--- config.mk ---
export PLATFORM = sky130hd
export DESIGN_NAME = macsr_core
export DESIGN_NICKNAME = d
export VERILOG_FILES = /design/src/verilog/macsr_pkg.sv /design/src/verilog/macsr_core.sv
export SDC_FILE = /design/constraint.sdc
export NUM_CORES = 2
export LEC_CHECK = 0
export BUFFER_PORTS_ARGS = -buffer_cell sky130_fd_sc_hd__buf_2
export CAP_MARGIN = 20
export CORE_MARGIN = 2
export CORE_UTILIZATION = 55
export DETAILED_ROUTE_END_ITERATION = 8
export PLACE_DENSITY = 0.78
export SYNTH_ARGS = -nofsm -noshare
export SYNTH_HDL_FRONTEND = slang
export SYNTH_SLANG_ARGS = --single-unit
--- constraint.sdc ---
create_clock -name ref_clk -period 17.7 [get_ports ref_clk]
set_input_delay 3.54 -clock ref_clk [delete_from_list [all_inputs] [get_ports ref_clk]]
set_output_delay 3.54 -clock ref_clk [all_outputs]
set_load 0.01 [all_outputs]
--- src/verilog/macsr_pkg.sv ---
// constants and types of the multiply-accumulate shift, repeat and trap control block
// How it works
// - shifter takes 40-bit accumulator; no shift, or arithmetic left/right up to 8
// - left shifts update guard, overflow and saturation flags; saturate when enabled
// - left shifts update carry, a left shift by zero clears it; right shifts never touch carry
// - repeat unit runs selected instructions up to 8192 times per sequence
// - repeat count from 5-bit immediate up to 31 or repeat_word bits 12..0
// - repeat_word count N executes the instruction N+1 times; an immediate N of 1 to 31 executes it N times, 0 once
// - each iteration tests count for zero; ends, else decrements and repeats
// - repeat_active_flag stays set until final execution is reached
// - immediate repeat loads repeat_word count with immediate minus two
// - interrupt halts a repeat sequence; remaining repetitions resume on return
// - while suspended, active flag stays set, count holds remaining minus one
// - interrupt only with global enable; flag newly set plus its mask triggers
// - request sets coproc_irq_pending; service clears it or trap is retaken
// - delivered as class B trap, number ah priority I, sets trap flag bit 6
// - flags update at execute; vector instruction enters pipeline 3 cycles later
// - stacked return address is not the triggering instruction's address
// - operands two's complement; only multiply-accumulate selects unsigned per operand
// - fraction_shift_bit set gives 1.[N-1] fractional form, product shifted left one
// - rounding adds one at bit 15 of acc_low_word then clears acc_low_word
// - accumulator is high word, low word and guard byte in status low byte
// - saturation forces 00_7fff_ffff or ff_8000_0000 (00_7fff_0000 after round) and sets sticky flag
// - guard_bits_flag set when top eight bits hold significant non-sign bits
package macsr_pkg;
  // ****************************************
  // register map
  // ****************************************
  localparam logic [7:0] OFS_ACC_LOW  = 8'h00;
  localparam logic [7:0] OFS_ACC_HIGH = 8'h04;
  localparam logic [7:0] OFS_STATUS   = 8'h08;
  localparam logic [7:0] OFS_CONTROL  = 8'h0c;
  localparam logic [7:0] OFS_REPEAT   = 8'h10;
  localparam logic [7:0] OFS_TRAPFLAG = 8'h14;
  // ****************************************
  // field positions
  // ****************************************
  localparam int ST_CARRY = 8;
  localparam int ST_OVF   = 9;
  localparam int ST_GUARD = 10;
  localparam int ST_SAT   = 11;
  localparam int ST_PEND  = 15;
  localparam int CW_FRAC  = 0;
  localparam int CW_ASAT  = 1;
  localparam int CW_CM    = 8;
  localparam int CW_VM    = 9;
  localparam int CW_EM    = 10;
  localparam int CW_LM    = 11;
  localparam int CW_MIE   = 15;
  localparam int RW_ACT   = 15;
  localparam int CNT_W    = 13;
  localparam int TF_MAC   = 6;
  // ****************************************
  // values
  // ****************************************
  localparam logic [7:0]  TRAP_NUMBER  = 8'h0a;
  localparam logic [1:0]  TRAP_PRIO    = 2'h1;
  localparam int          TRAP_LAT     = 3;
  localparam logic [3:0]  SHIFT_MAX    = 4'h8;
  localparam logic [39:0] ROUND_ADD    = 40'h00_0000_8000;
  localparam logic [39:0] SAT_POS      = 40'h00_7fff_ffff;
  localparam logic [39:0] SAT_NEG      = 40'hff_8000_0000;
  localparam logic [15:0] CW_RST       = 16'h0000;

  typedef enum logic [2:0] {
    MACSR_NOP = 3'b000,
    MACSR_MAC = 3'b001,
    MACSR_SHL = 3'b010,
    MACSR_SHR = 3'b011,
    MACSR_RND = 3'b100
  } macsr_op_t;

  typedef enum logic [1:0] {
    MACSR_REP_NONE = 2'b00,
    MACSR_REP_IMM  = 2'b01,
    MACSR_REP_REG  = 2'b10
  } macsr_rep_t;

  typedef struct packed {
    macsr_op_t   op;
    logic [3:0]  shamt;
    macsr_rep_t  rep;
    logic [4:0]  rep_imm;
    logic        a_signed;
    logic        b_signed;
    logic [15:0] op_a;
    logic [15:0] op_b;
    logic [15:0] next_addr;
  } macsr_cmd_t;
endpackage

--- src/verilog/macsr_core.sv ---
// multiply-accumulate shifter, repeat unit and coprocessor trap with apb registers
`timescale 1ns/1ns
module macsr_core (
  input  wire logic                 ref_clk,
  input  wire logic                 rst_n,
  input  wire logic                 ce,
  input  wire logic                 psel,
  input  wire logic                 penable,
  input  wire logic                 pwrite,
  input  wire logic [7:0]           paddr,
  input  wire logic [31:0]          pwdata,
  output logic      [31:0]          prdata,
  output logic                      pready,
  output logic                      pslverr,
  input  wire logic                 cmd_valid,
  input  wire macsr_pkg::macsr_cmd_t cmd,
  output logic                      cmd_ready,
  input  wire logic                 irq_enter,
  input  wire logic                 irq_return,
  output logic                      trap_req,
  output logic                      trap_vec_fetch,
  output logic      [7:0]           trap_number,
  output logic      [1:0]           trap_prio,
  output logic      [15:0]          trap_ret_addr
);
  import macsr_pkg::*;

  typedef enum logic [1:0] {
    MACSR_IDLE = 2'b00,
    MACSR_RUN  = 2'b01,
    MACSR_SUSP = 2'b10
  } macsr_state_t;

  // ****************************************
  // helpers
  // ****************************************
  function automatic logic guard_set(input logic [39:0] x);
    guard_set = ~(&x[39:31] | ~|x[39:31]);
  endfunction

  function automatic logic [39:0] sat_val(input logic neg);
    sat_val = neg ? SAT_NEG : SAT_POS;
  endfunction

  // ****************************************
  // state
  // ****************************************
  logic [15:0]        acc_low_ff, acc_high_ff;
  logic [7:0]         acc_guard_ff;
  logic               carry_ff, ovf_ff, guard_ff, sat_ff, pend_ff;
  logic [15:0]        ctrl_ff;
  logic [CNT_W-1:0]   cnt_ff;
  logic               act_ff;
  logic               tflag_ff;
  macsr_state_t       state_ff;
  macsr_cmd_t         cmd_ff;
  logic [TRAP_LAT-1:0] lat_ff;
  logic [15:0]        ret_ff;
  logic [31:0]        prdata_ff;

  logic               accept, exec, wr, rd_setup;
  macsr_cmd_t         cur;
  logic [39:0]        acc, nxt_acc;
  logic               nxt_carry, nxt_guard, set_ovf, set_sat, upd_flags;
  logic               irq_event;
  logic [CNT_W-1:0]   start_cnt;
  logic               hit;

  assign acc       = {acc_guard_ff, acc_high_ff, acc_low_ff};
  assign cmd_ready = ce && (state_ff == MACSR_IDLE);
  assign accept    = cmd_valid && cmd_ready && (cmd.op != MACSR_NOP);
  assign exec      = ce && (accept || (state_ff == MACSR_RUN && !irq_enter));
  assign cur       = accept ? cmd : cmd_ff;
  assign wr        = ce && psel && penable && pwrite;
  assign rd_setup  = ce && psel && !penable && !pwrite;

  // ****************************************
  // datapath
  // ****************************************
  always_comb begin
    logic [47:0] sh;
    logic [40:0] sum;
    logic [40:0] usum;
    logic [16:0] pa, pb;
    logic [33:0] prod;
    logic [39:0] addend;
    logic [3:0]  n;
    logic        ov40;
    sh        = '0;
    sum       = '0;
    usum      = '0;
    pa        = '0;
    pb        = '0;
    prod      = '0;
    addend    = '0;
    ov40      = 1'b0;
    n         = (cur.shamt > SHIFT_MAX) ? SHIFT_MAX : cur.shamt;
    nxt_acc   = acc;
    nxt_carry = carry_ff;
    nxt_guard = guard_ff;
    set_ovf   = 1'b0;
    set_sat   = 1'b0;
    upd_flags = 1'b0;
    case (cur.op)
      MACSR_SHL: begin
        sh        = {{8{acc[39]}}, acc} << n;
        nxt_acc   = sh[39:0];
        nxt_carry = (n == 4'h0) ? 1'b0 : sh[40];
        ov40      = ~(&sh[47:39] | ~|sh[47:39]);
        upd_flags = 1'b1;
        if (ctrl_ff[CW_ASAT] && (guard_set(nxt_acc) || ov40)) begin
          nxt_acc = sat_val(acc[39]);
          set_sat = 1'b1;
        end
        set_ovf   = ov40;
        nxt_guard = guard_set(nxt_acc);
      end
      MACSR_SHR: begin
        nxt_acc = $signed(acc) >>> n;
      end
      MACSR_MAC, MACSR_RND: begin
        if (cur.op == MACSR_MAC) begin
          pa     = {cur.a_signed & cur.op_a[15], cur.op_a};
          pb     = {cur.b_signed & cur.op_b[15], cur.op_b};
          prod   = 34'($signed(pa) * $signed(pb));
          if (ctrl_ff[CW_FRAC]) begin
            prod = {prod[32:0], 1'b0};
          end
          // extend from the full product so an unsigned 32-bit result stays positive
          addend = {{6{prod[33]}}, prod[33:0]};
        end else begin
          addend = ROUND_ADD;
        end
        sum       = {acc[39], acc} + {addend[39], addend};
        usum      = {1'b0, acc} + {1'b0, addend};
        ov40      = sum[40] ^ sum[39];
        nxt_acc   = sum[39:0];
        nxt_carry = usum[40];
        upd_flags = 1'b1;
        if (ctrl_ff[CW_ASAT] && (guard_set(nxt_acc) || ov40)) begin
          nxt_acc = sat_val(sum[40]);
          set_sat = 1'b1;
        end
        if (cur.op == MACSR_RND) begin
          nxt_acc[15:0] = 16'h0000;
        end
        set_ovf   = ov40;
        nxt_guard = guard_set(nxt_acc);
      end
      default: begin
        nxt_acc = acc;
      end
    endcase
  end

  // ****************************************
  // accumulator
  // ****************************************
  always_ff @(posedge ref_clk or negedge rst_n) begin
    if (!rst_n) begin
      acc_low_ff   <= 16'h0000;
      acc_high_ff  <= 16'h0000;
      acc_guard_ff <= 8'h00;
    end else if (exec) begin
      acc_low_ff   <= nxt_acc[15:0];
      acc_high_ff  <= nxt_acc[31:16];
      acc_guard_ff <= nxt_acc[39:32];
    end else if (wr) begin
      if (paddr == OFS_ACC_LOW) begin
        acc_low_ff <= pwdata[15:0];
      end else if (paddr == OFS_ACC_HIGH) begin
        acc_high_ff <= pwdata[15:0];
      end else if (paddr == OFS_STATUS) begin
        acc_guard_ff <= pwdata[7:0];
      end
    end
  end

  // ****************************************
  // status flags, execute-stage update
  // ****************************************
  // hardware set wins over a software clear in the same cycle
  always_ff @(posedge ref_clk or negedge rst_n) begin
    if (!rst_n) begin
      carry_ff <= 1'b0;
      ovf_ff   <= 1'b0;
      guard_ff <= 1'b0;
      sat_ff   <= 1'b0;
    end else if (ce) begin
      if (wr && paddr == OFS_STATUS) begin
        carry_ff <= pwdata[ST_CARRY];
        ovf_ff   <= pwdata[ST_OVF];
        guard_ff <= pwdata[ST_GUARD];
        sat_ff   <= pwdata[ST_SAT];
      end
      if (exec && upd_flags) begin
        carry_ff <= nxt_carry;
        guard_ff <= nxt_guard;
        if (set_ovf) begin
          ovf_ff <= 1'b1;
        end
        if (set_sat) begin
          sat_ff <= 1'b1;
        end
      end
    end
  end

  always_ff @(posedge ref_clk or negedge rst_n) begin
    if (!rst_n) begin
      ctrl_ff <= CW_RST;
    end else if (wr && paddr == OFS_CONTROL) begin
      ctrl_ff <= pwdata[15:0];
    end
  end

  // ****************************************
  // interrupt and trap
  // ****************************************
  // only a rising flag triggers; a flag left set does not re-fire
  assign irq_event = exec && upd_flags && ctrl_ff[CW_MIE] && (
                     (nxt_carry && !carry_ff && ctrl_ff[CW_CM]) ||
                     (set_ovf && !ovf_ff && ctrl_ff[CW_VM]) ||
                     (nxt_guard && !guard_ff && ctrl_ff[CW_EM]) ||
                     (set_sat && !sat_ff && ctrl_ff[CW_LM]));

  always_ff @(posedge ref_clk or negedge rst_n) begin
    if (!rst_n) begin
      pend_ff  <= 1'b0;
      tflag_ff <= 1'b0;
    end else if (ce) begin
      if (wr && paddr == OFS_STATUS) begin
        pend_ff <= pwdata[ST_PEND];
      end
      if (wr && paddr == OFS_TRAPFLAG) begin
        tflag_ff <= pwdata[TF_MAC];
      end
      if (irq_event) begin
        pend_ff  <= 1'b1;
        tflag_ff <= 1'b1;
      end
    end
  end

  always_ff @(posedge ref_clk or negedge rst_n) begin
    if (!rst_n) begin
      lat_ff <= '0;
    end else if (ce) begin
      lat_ff <= {lat_ff[TRAP_LAT-2:0], irq_event};
    end
  end

  always_ff @(posedge ref_clk or negedge rst_n) begin
    if (!rst_n) begin
      ret_ff <= 16'h0000;
    end else if (irq_event) begin
      ret_ff <= cur.next_addr;
    end
  end

  assign trap_req       = pend_ff;
  assign trap_vec_fetch = lat_ff[TRAP_LAT-1];
  assign trap_number    = TRAP_NUMBER;
  assign trap_prio      = TRAP_PRIO;
  assign trap_ret_addr  = ret_ff;

  // ****************************************
  // repeat unit
  // ****************************************
  // immediate zero means a single execution, nothing to repeat
  assign start_cnt = (cmd.rep == MACSR_REP_IMM) ? CNT_W'(cmd.rep_imm - 5'h01) : cnt_ff;
  assign hit       = (cmd.rep == MACSR_REP_IMM && cmd.rep_imm != 5'h00) || (cmd.rep == MACSR_REP_REG);

  always_ff @(posedge ref_clk or negedge rst_n) begin
    if (!rst_n) begin
      state_ff <= MACSR_IDLE;
      cmd_ff   <= '0;
    end else if (ce) begin
      case (state_ff)
        MACSR_IDLE: begin
          if (accept && hit && start_cnt != '0) begin
            state_ff <= MACSR_RUN;
            cmd_ff   <= cmd;
          end
        end
        MACSR_RUN: begin
          if (irq_enter) begin
            state_ff <= MACSR_SUSP;
          end else if (cnt_ff == '0) begin
            state_ff <= MACSR_IDLE;
          end
        end
        MACSR_SUSP: begin
          if (irq_return) begin
            state_ff <= MACSR_RUN;
          end
        end
        default: begin
          state_ff <= MACSR_IDLE;
        end
      endcase
    end
  end

  // count and active flag; the sequence owns them over a software write
  always_ff @(posedge ref_clk or negedge rst_n) begin
    if (!rst_n) begin
      cnt_ff <= '0;
      act_ff <= 1'b0;
    end else if (ce) begin
      if (accept && hit) begin
        if (start_cnt == '0) begin
          cnt_ff <= '0;
          act_ff <= 1'b0;
        end else begin
          cnt_ff <= start_cnt - CNT_W'(1);
          act_ff <= 1'b1;
        end
      end else if (exec && state_ff == MACSR_RUN) begin
        if (cnt_ff == '0) begin
          act_ff <= 1'b0;
        end else begin
          cnt_ff <= cnt_ff - CNT_W'(1);
        end
      end else if (wr && paddr == OFS_REPEAT) begin
        cnt_ff <= pwdata[CNT_W-1:0];
        act_ff <= pwdata[RW_ACT];
      end
    end
  end

  // ****************************************
  // apb slave, zero wait while ce is high
  // ****************************************
  always_ff @(posedge ref_clk or negedge rst_n) begin
    if (!rst_n) begin
      prdata_ff <= 32'h0000_0000;
    end else if (rd_setup) begin
      if (paddr == OFS_ACC_LOW) begin
        prdata_ff <= {16'h0000, acc_low_ff};
      end else if (paddr == OFS_ACC_HIGH) begin
        prdata_ff <= {16'h0000, acc_high_ff};
      end else if (paddr == OFS_STATUS) begin
        prdata_ff <= {16'h0000, pend_ff, 3'b000, sat_ff, guard_ff, ovf_ff, carry_ff, acc_guard_ff};
      end else if (paddr == OFS_CONTROL) begin
        prdata_ff <= {16'h0000, ctrl_ff};
      end else if (paddr == OFS_REPEAT) begin
        prdata_ff <= {16'h0000, act_ff, 2'b00, cnt_ff};
      end else if (paddr == OFS_TRAPFLAG) begin
        prdata_ff <= {25'h0000000, tflag_ff, 6'h00};
      end else begin
        prdata_ff <= 32'h0000_0000;
      end
    end
  end

  assign prdata  = prdata_ff;
  assign pready  = ce;
  assign pslverr = psel && penable && !(paddr == OFS_ACC_LOW || paddr == OFS_ACC_HIGH ||
                   paddr == OFS_STATUS || paddr == OFS_CONTROL || paddr == OFS_REPEAT ||
                   paddr == OFS_TRAPFLAG);
endmodule // macsr_core

==> results.yml <==
worst_setup_path:
  cp-end-kind: "flop"
  critPathLaunchType: "input pin"
  cp_data_required_time_ns: 18.08
  crit_path_top_delay_cell: "nor2_1"
  path_buf_inv: 8
  slowest_delay_ns: 0.82
  path_delay_family: "compound AO/OA/AOI/OAI gates"
  cp.arrival_ns: 16.81
  crit_fanout: 23
  cpMostUsedCell: "fa_1"
  path_class: "input pin to flop"
yosys:
  synth-main-ff-cell: "dfrtp_1"
  synthArstFlopShare: 1.00
  yosysWarningCount: 0
  syn_inst: 3649
  synthSimpleGateAreaFrac: 0.220
  synth_compound_area_frac: 0.182
  netlist_top_cells_area: "fa_1 22%, dfrtp_1 15%, nand2_1 9.8%"
  yosysTopAreaCell: "fa_1"
  muxShareOfSynthArea: 0.0570
  synth_xor_area_frac: 0.0270
  synth.avg_cell_area_sq_um: 7.55
  synth_edf_count: 0
  synth_top_family_by_area: "adder cells"
  synthAdderAreaFrac: 0.274
  synth_seq_cells: 170
  synth.top_cell.area_share: 0.216
  synth_area_sq_mm: 0.0275
  synth-seq-area-share: 0.155
  yosysUniqueCellTypes: 86
clock_tree:
  cts_max_path_buffers: 2
  cts_tree: "done"
  htreeDepth: 4
  postCtsHoldBufs: 0
  clk_latency_ns: 0.46
  numCtsBuffers: 17
  cts-root-buf: "clkbuf_16"
  cts_resized: 0
  cts_setup_buffers: 0
  clk_pin_slew_ns: 0.08
  cts_sinks: 170
floorplan:
  ios: 176
  die_area_sq_mm: 0.0519
  die_h_um: 228
  coreArea_sq_mm: 0.0492
  die_w_um: 228
  initial_core_util: 0.560
  floorplan.rows: 81
placement:
  gp_congestion: 1.06
  dp_hpwl_mm: 75.1
  io_buffer_count: 133
run_status:
  status: "complete, no violations"
sta:
  max_freq_ghz: 0.0609
  setup_violations: 0
  final_max_slew_viol_count: 0
  worst_pin_slew_ns: 1.10
  rsz0062_at_grt: "false"
  period_minus_slack_ns: 16.43
  hold_viol: 0
  fin_worst_skew_ns: 0.0156
  timing.final.crit_share: 0.928
  slew_headroom: 0.245
  fin_tns_setup_ns: 0
global_routing:
  grt_max_degree: 100
  track_usage: 0.375
  antenna_found_initial: 2
  grt_pass1_vias: 26052
  gr-total-overflow: 0
  grt_pass1_wl_mm: 152
route:
  post-route-drc-count: 0
  routedWlPerCell_um: 22.2
  wl_mm: 96.7
  drt_first_pass_iters: 7
  num_vias: 27305
  vias_per_cell: 6.28
  drtIter0Drc: 3243
  ant_nets: 0
layout:
  multi_input_area_sq_mm: 0.0211
  ff_latch_area_sq_mm: 0.00425
  layout.nets: 4208
  nFillCells: 4527
  drive_above_1_share: 0.0899
  area_growth_pct: 6.76
worst_hold_path:
  hp-class: "flop to flop"
job:
  max_cap_violations: 0
[area by class of cell]
cell class / instances / share of cell area
Sequential cell: 170 / 0.145
Tap cell: 664 / 0.0283
Clock inverter: 15 / 0.00732
Antenna cell: 2 / 0.000170
Multi-Input combinational cell: 2914 / 0.717
Inverter: 364 / 0.0465
Timing Repair Buffer: 203 / 0.0414
Clock buffer: 17 / 0.0145
[logic make-up after synthesis]
| group | Yosys count |
|---|---|
| other cells | 2 |
| fa+ha+maj | 425 |
| flops | 170 |
| buf+inv | 589 |
| mux | 148 |
| compound gates | 789 |
| xor+xnor | 84 |
| simple gates | 1442 |
[stage by stage]
step / setup slack, ns / utilization / hold WS (ns) / instances / area, sq um
2_1_floorplan: 1.62 / - / 0.445 / 3673 / 27600
3_3_place_gp: 1.25 / 0.584 / 0.457 / 4313 / 28700
3_5_place_dp: 1.17 / 0.584 / 0.462 / 4313 / 28700
4_1_cts: 1.59 / 0.597 / 0.480 / 4345 / 29400
5_1_grt: 0.461 / 0.598 / 0.503 / 4348 / 29400
6_report: 1.27 / 0.598 / 0.478 / 4349 / 29400
[sequential cells by signal (all words and copies together), names as in the netlist, 2 cells and up]
signal,cells
prdata,16
state_ff,2
cmd_ff,57
acc_high_ff,16
ctrl_ff,16
trap_ret_addr,16
lat_ff,3
acc_low_ff,16
cnt_ff,13
acc_guard_ff,8
[Yosys cell counts (all sizes together) (19+ instances only)]
master  number
ha         128
o211ai      36
o21ai      200
nand3       70
xor2        32
a211oi      35
a221oi      26
nor3        82
buf         69
inv        363
mux2i       98
clkbuf     156
mux2        50
fa         297
nor2       426
and3        25
a31oi       48
nand2      719
a21oi      232
o221ai      19
dfrtp      170
xnor2       52
a21o        36
o31ai       30
[path summary, 6_finish.rpt]
kind	startpoint	to	slack, ns	cells after the start
max	ce	acc_high_ff[4]$_DFFE_PN0P_	1.27	45
min	cmd_ff[10]$_DFFE_PN0P_	cmd_ff[10]$_DFFE_PN0P_	0.48	2
max reg2reg	state_ff[0]$_DFFE_PN0P_	acc_high_ff[4]$_DFFE_PN0P_	4.15	44
min reg2reg	cmd_ff[10]$_DFFE_PN0P_	cmd_ff[10]$_DFFE_PN0P_	0.48	2
max in group asynchronous	rst_n	ctrl_ff[6]$_DFFE_PN0P_	12.91	2
min in group asynchronous	rst_n	acc_low_ff[10]$_DFFE_PN0P_	3.17	1
[tightest hold or removal path, stage by stage (launching register included)]
cell and delay [ns]:
dfrtp_1 0.35, nand2_1 0.05, nand2_1 0.05
[routing by layer]
layer  GRT usage  up-vias  share of wire
li1            -    12212              -
met1       0.505    13015           0.39
met2       0.562     1716           0.43
met3      0.0878      362           0.11
met4       0.197        0          0.060
met5           0        -              0
[placed cells by master, fill, tap and decap left out, types with 31 or more instances in the layout]
master / count
nand2_1: 716
nor2_1: 423
inv_1: 363
fa_1: 297
a21oi_1: 228
o21ai_0: 184
dfrtp_1: 170
buf_2: 132
ha_1: 128
mux2i_1: 96
nor3_1: 82
nand3_1: 70
buf_4: 69
xnor2_1: 52
a31oi_1: 47
mux2_2: 43
a21o_1: 36
o211ai_1: 36
a211oi_1: 34
xor2_1: 31
Power is not shown: default switching activity piles up to over one toggle a cycle in this logic, so the estimate is an artifact.
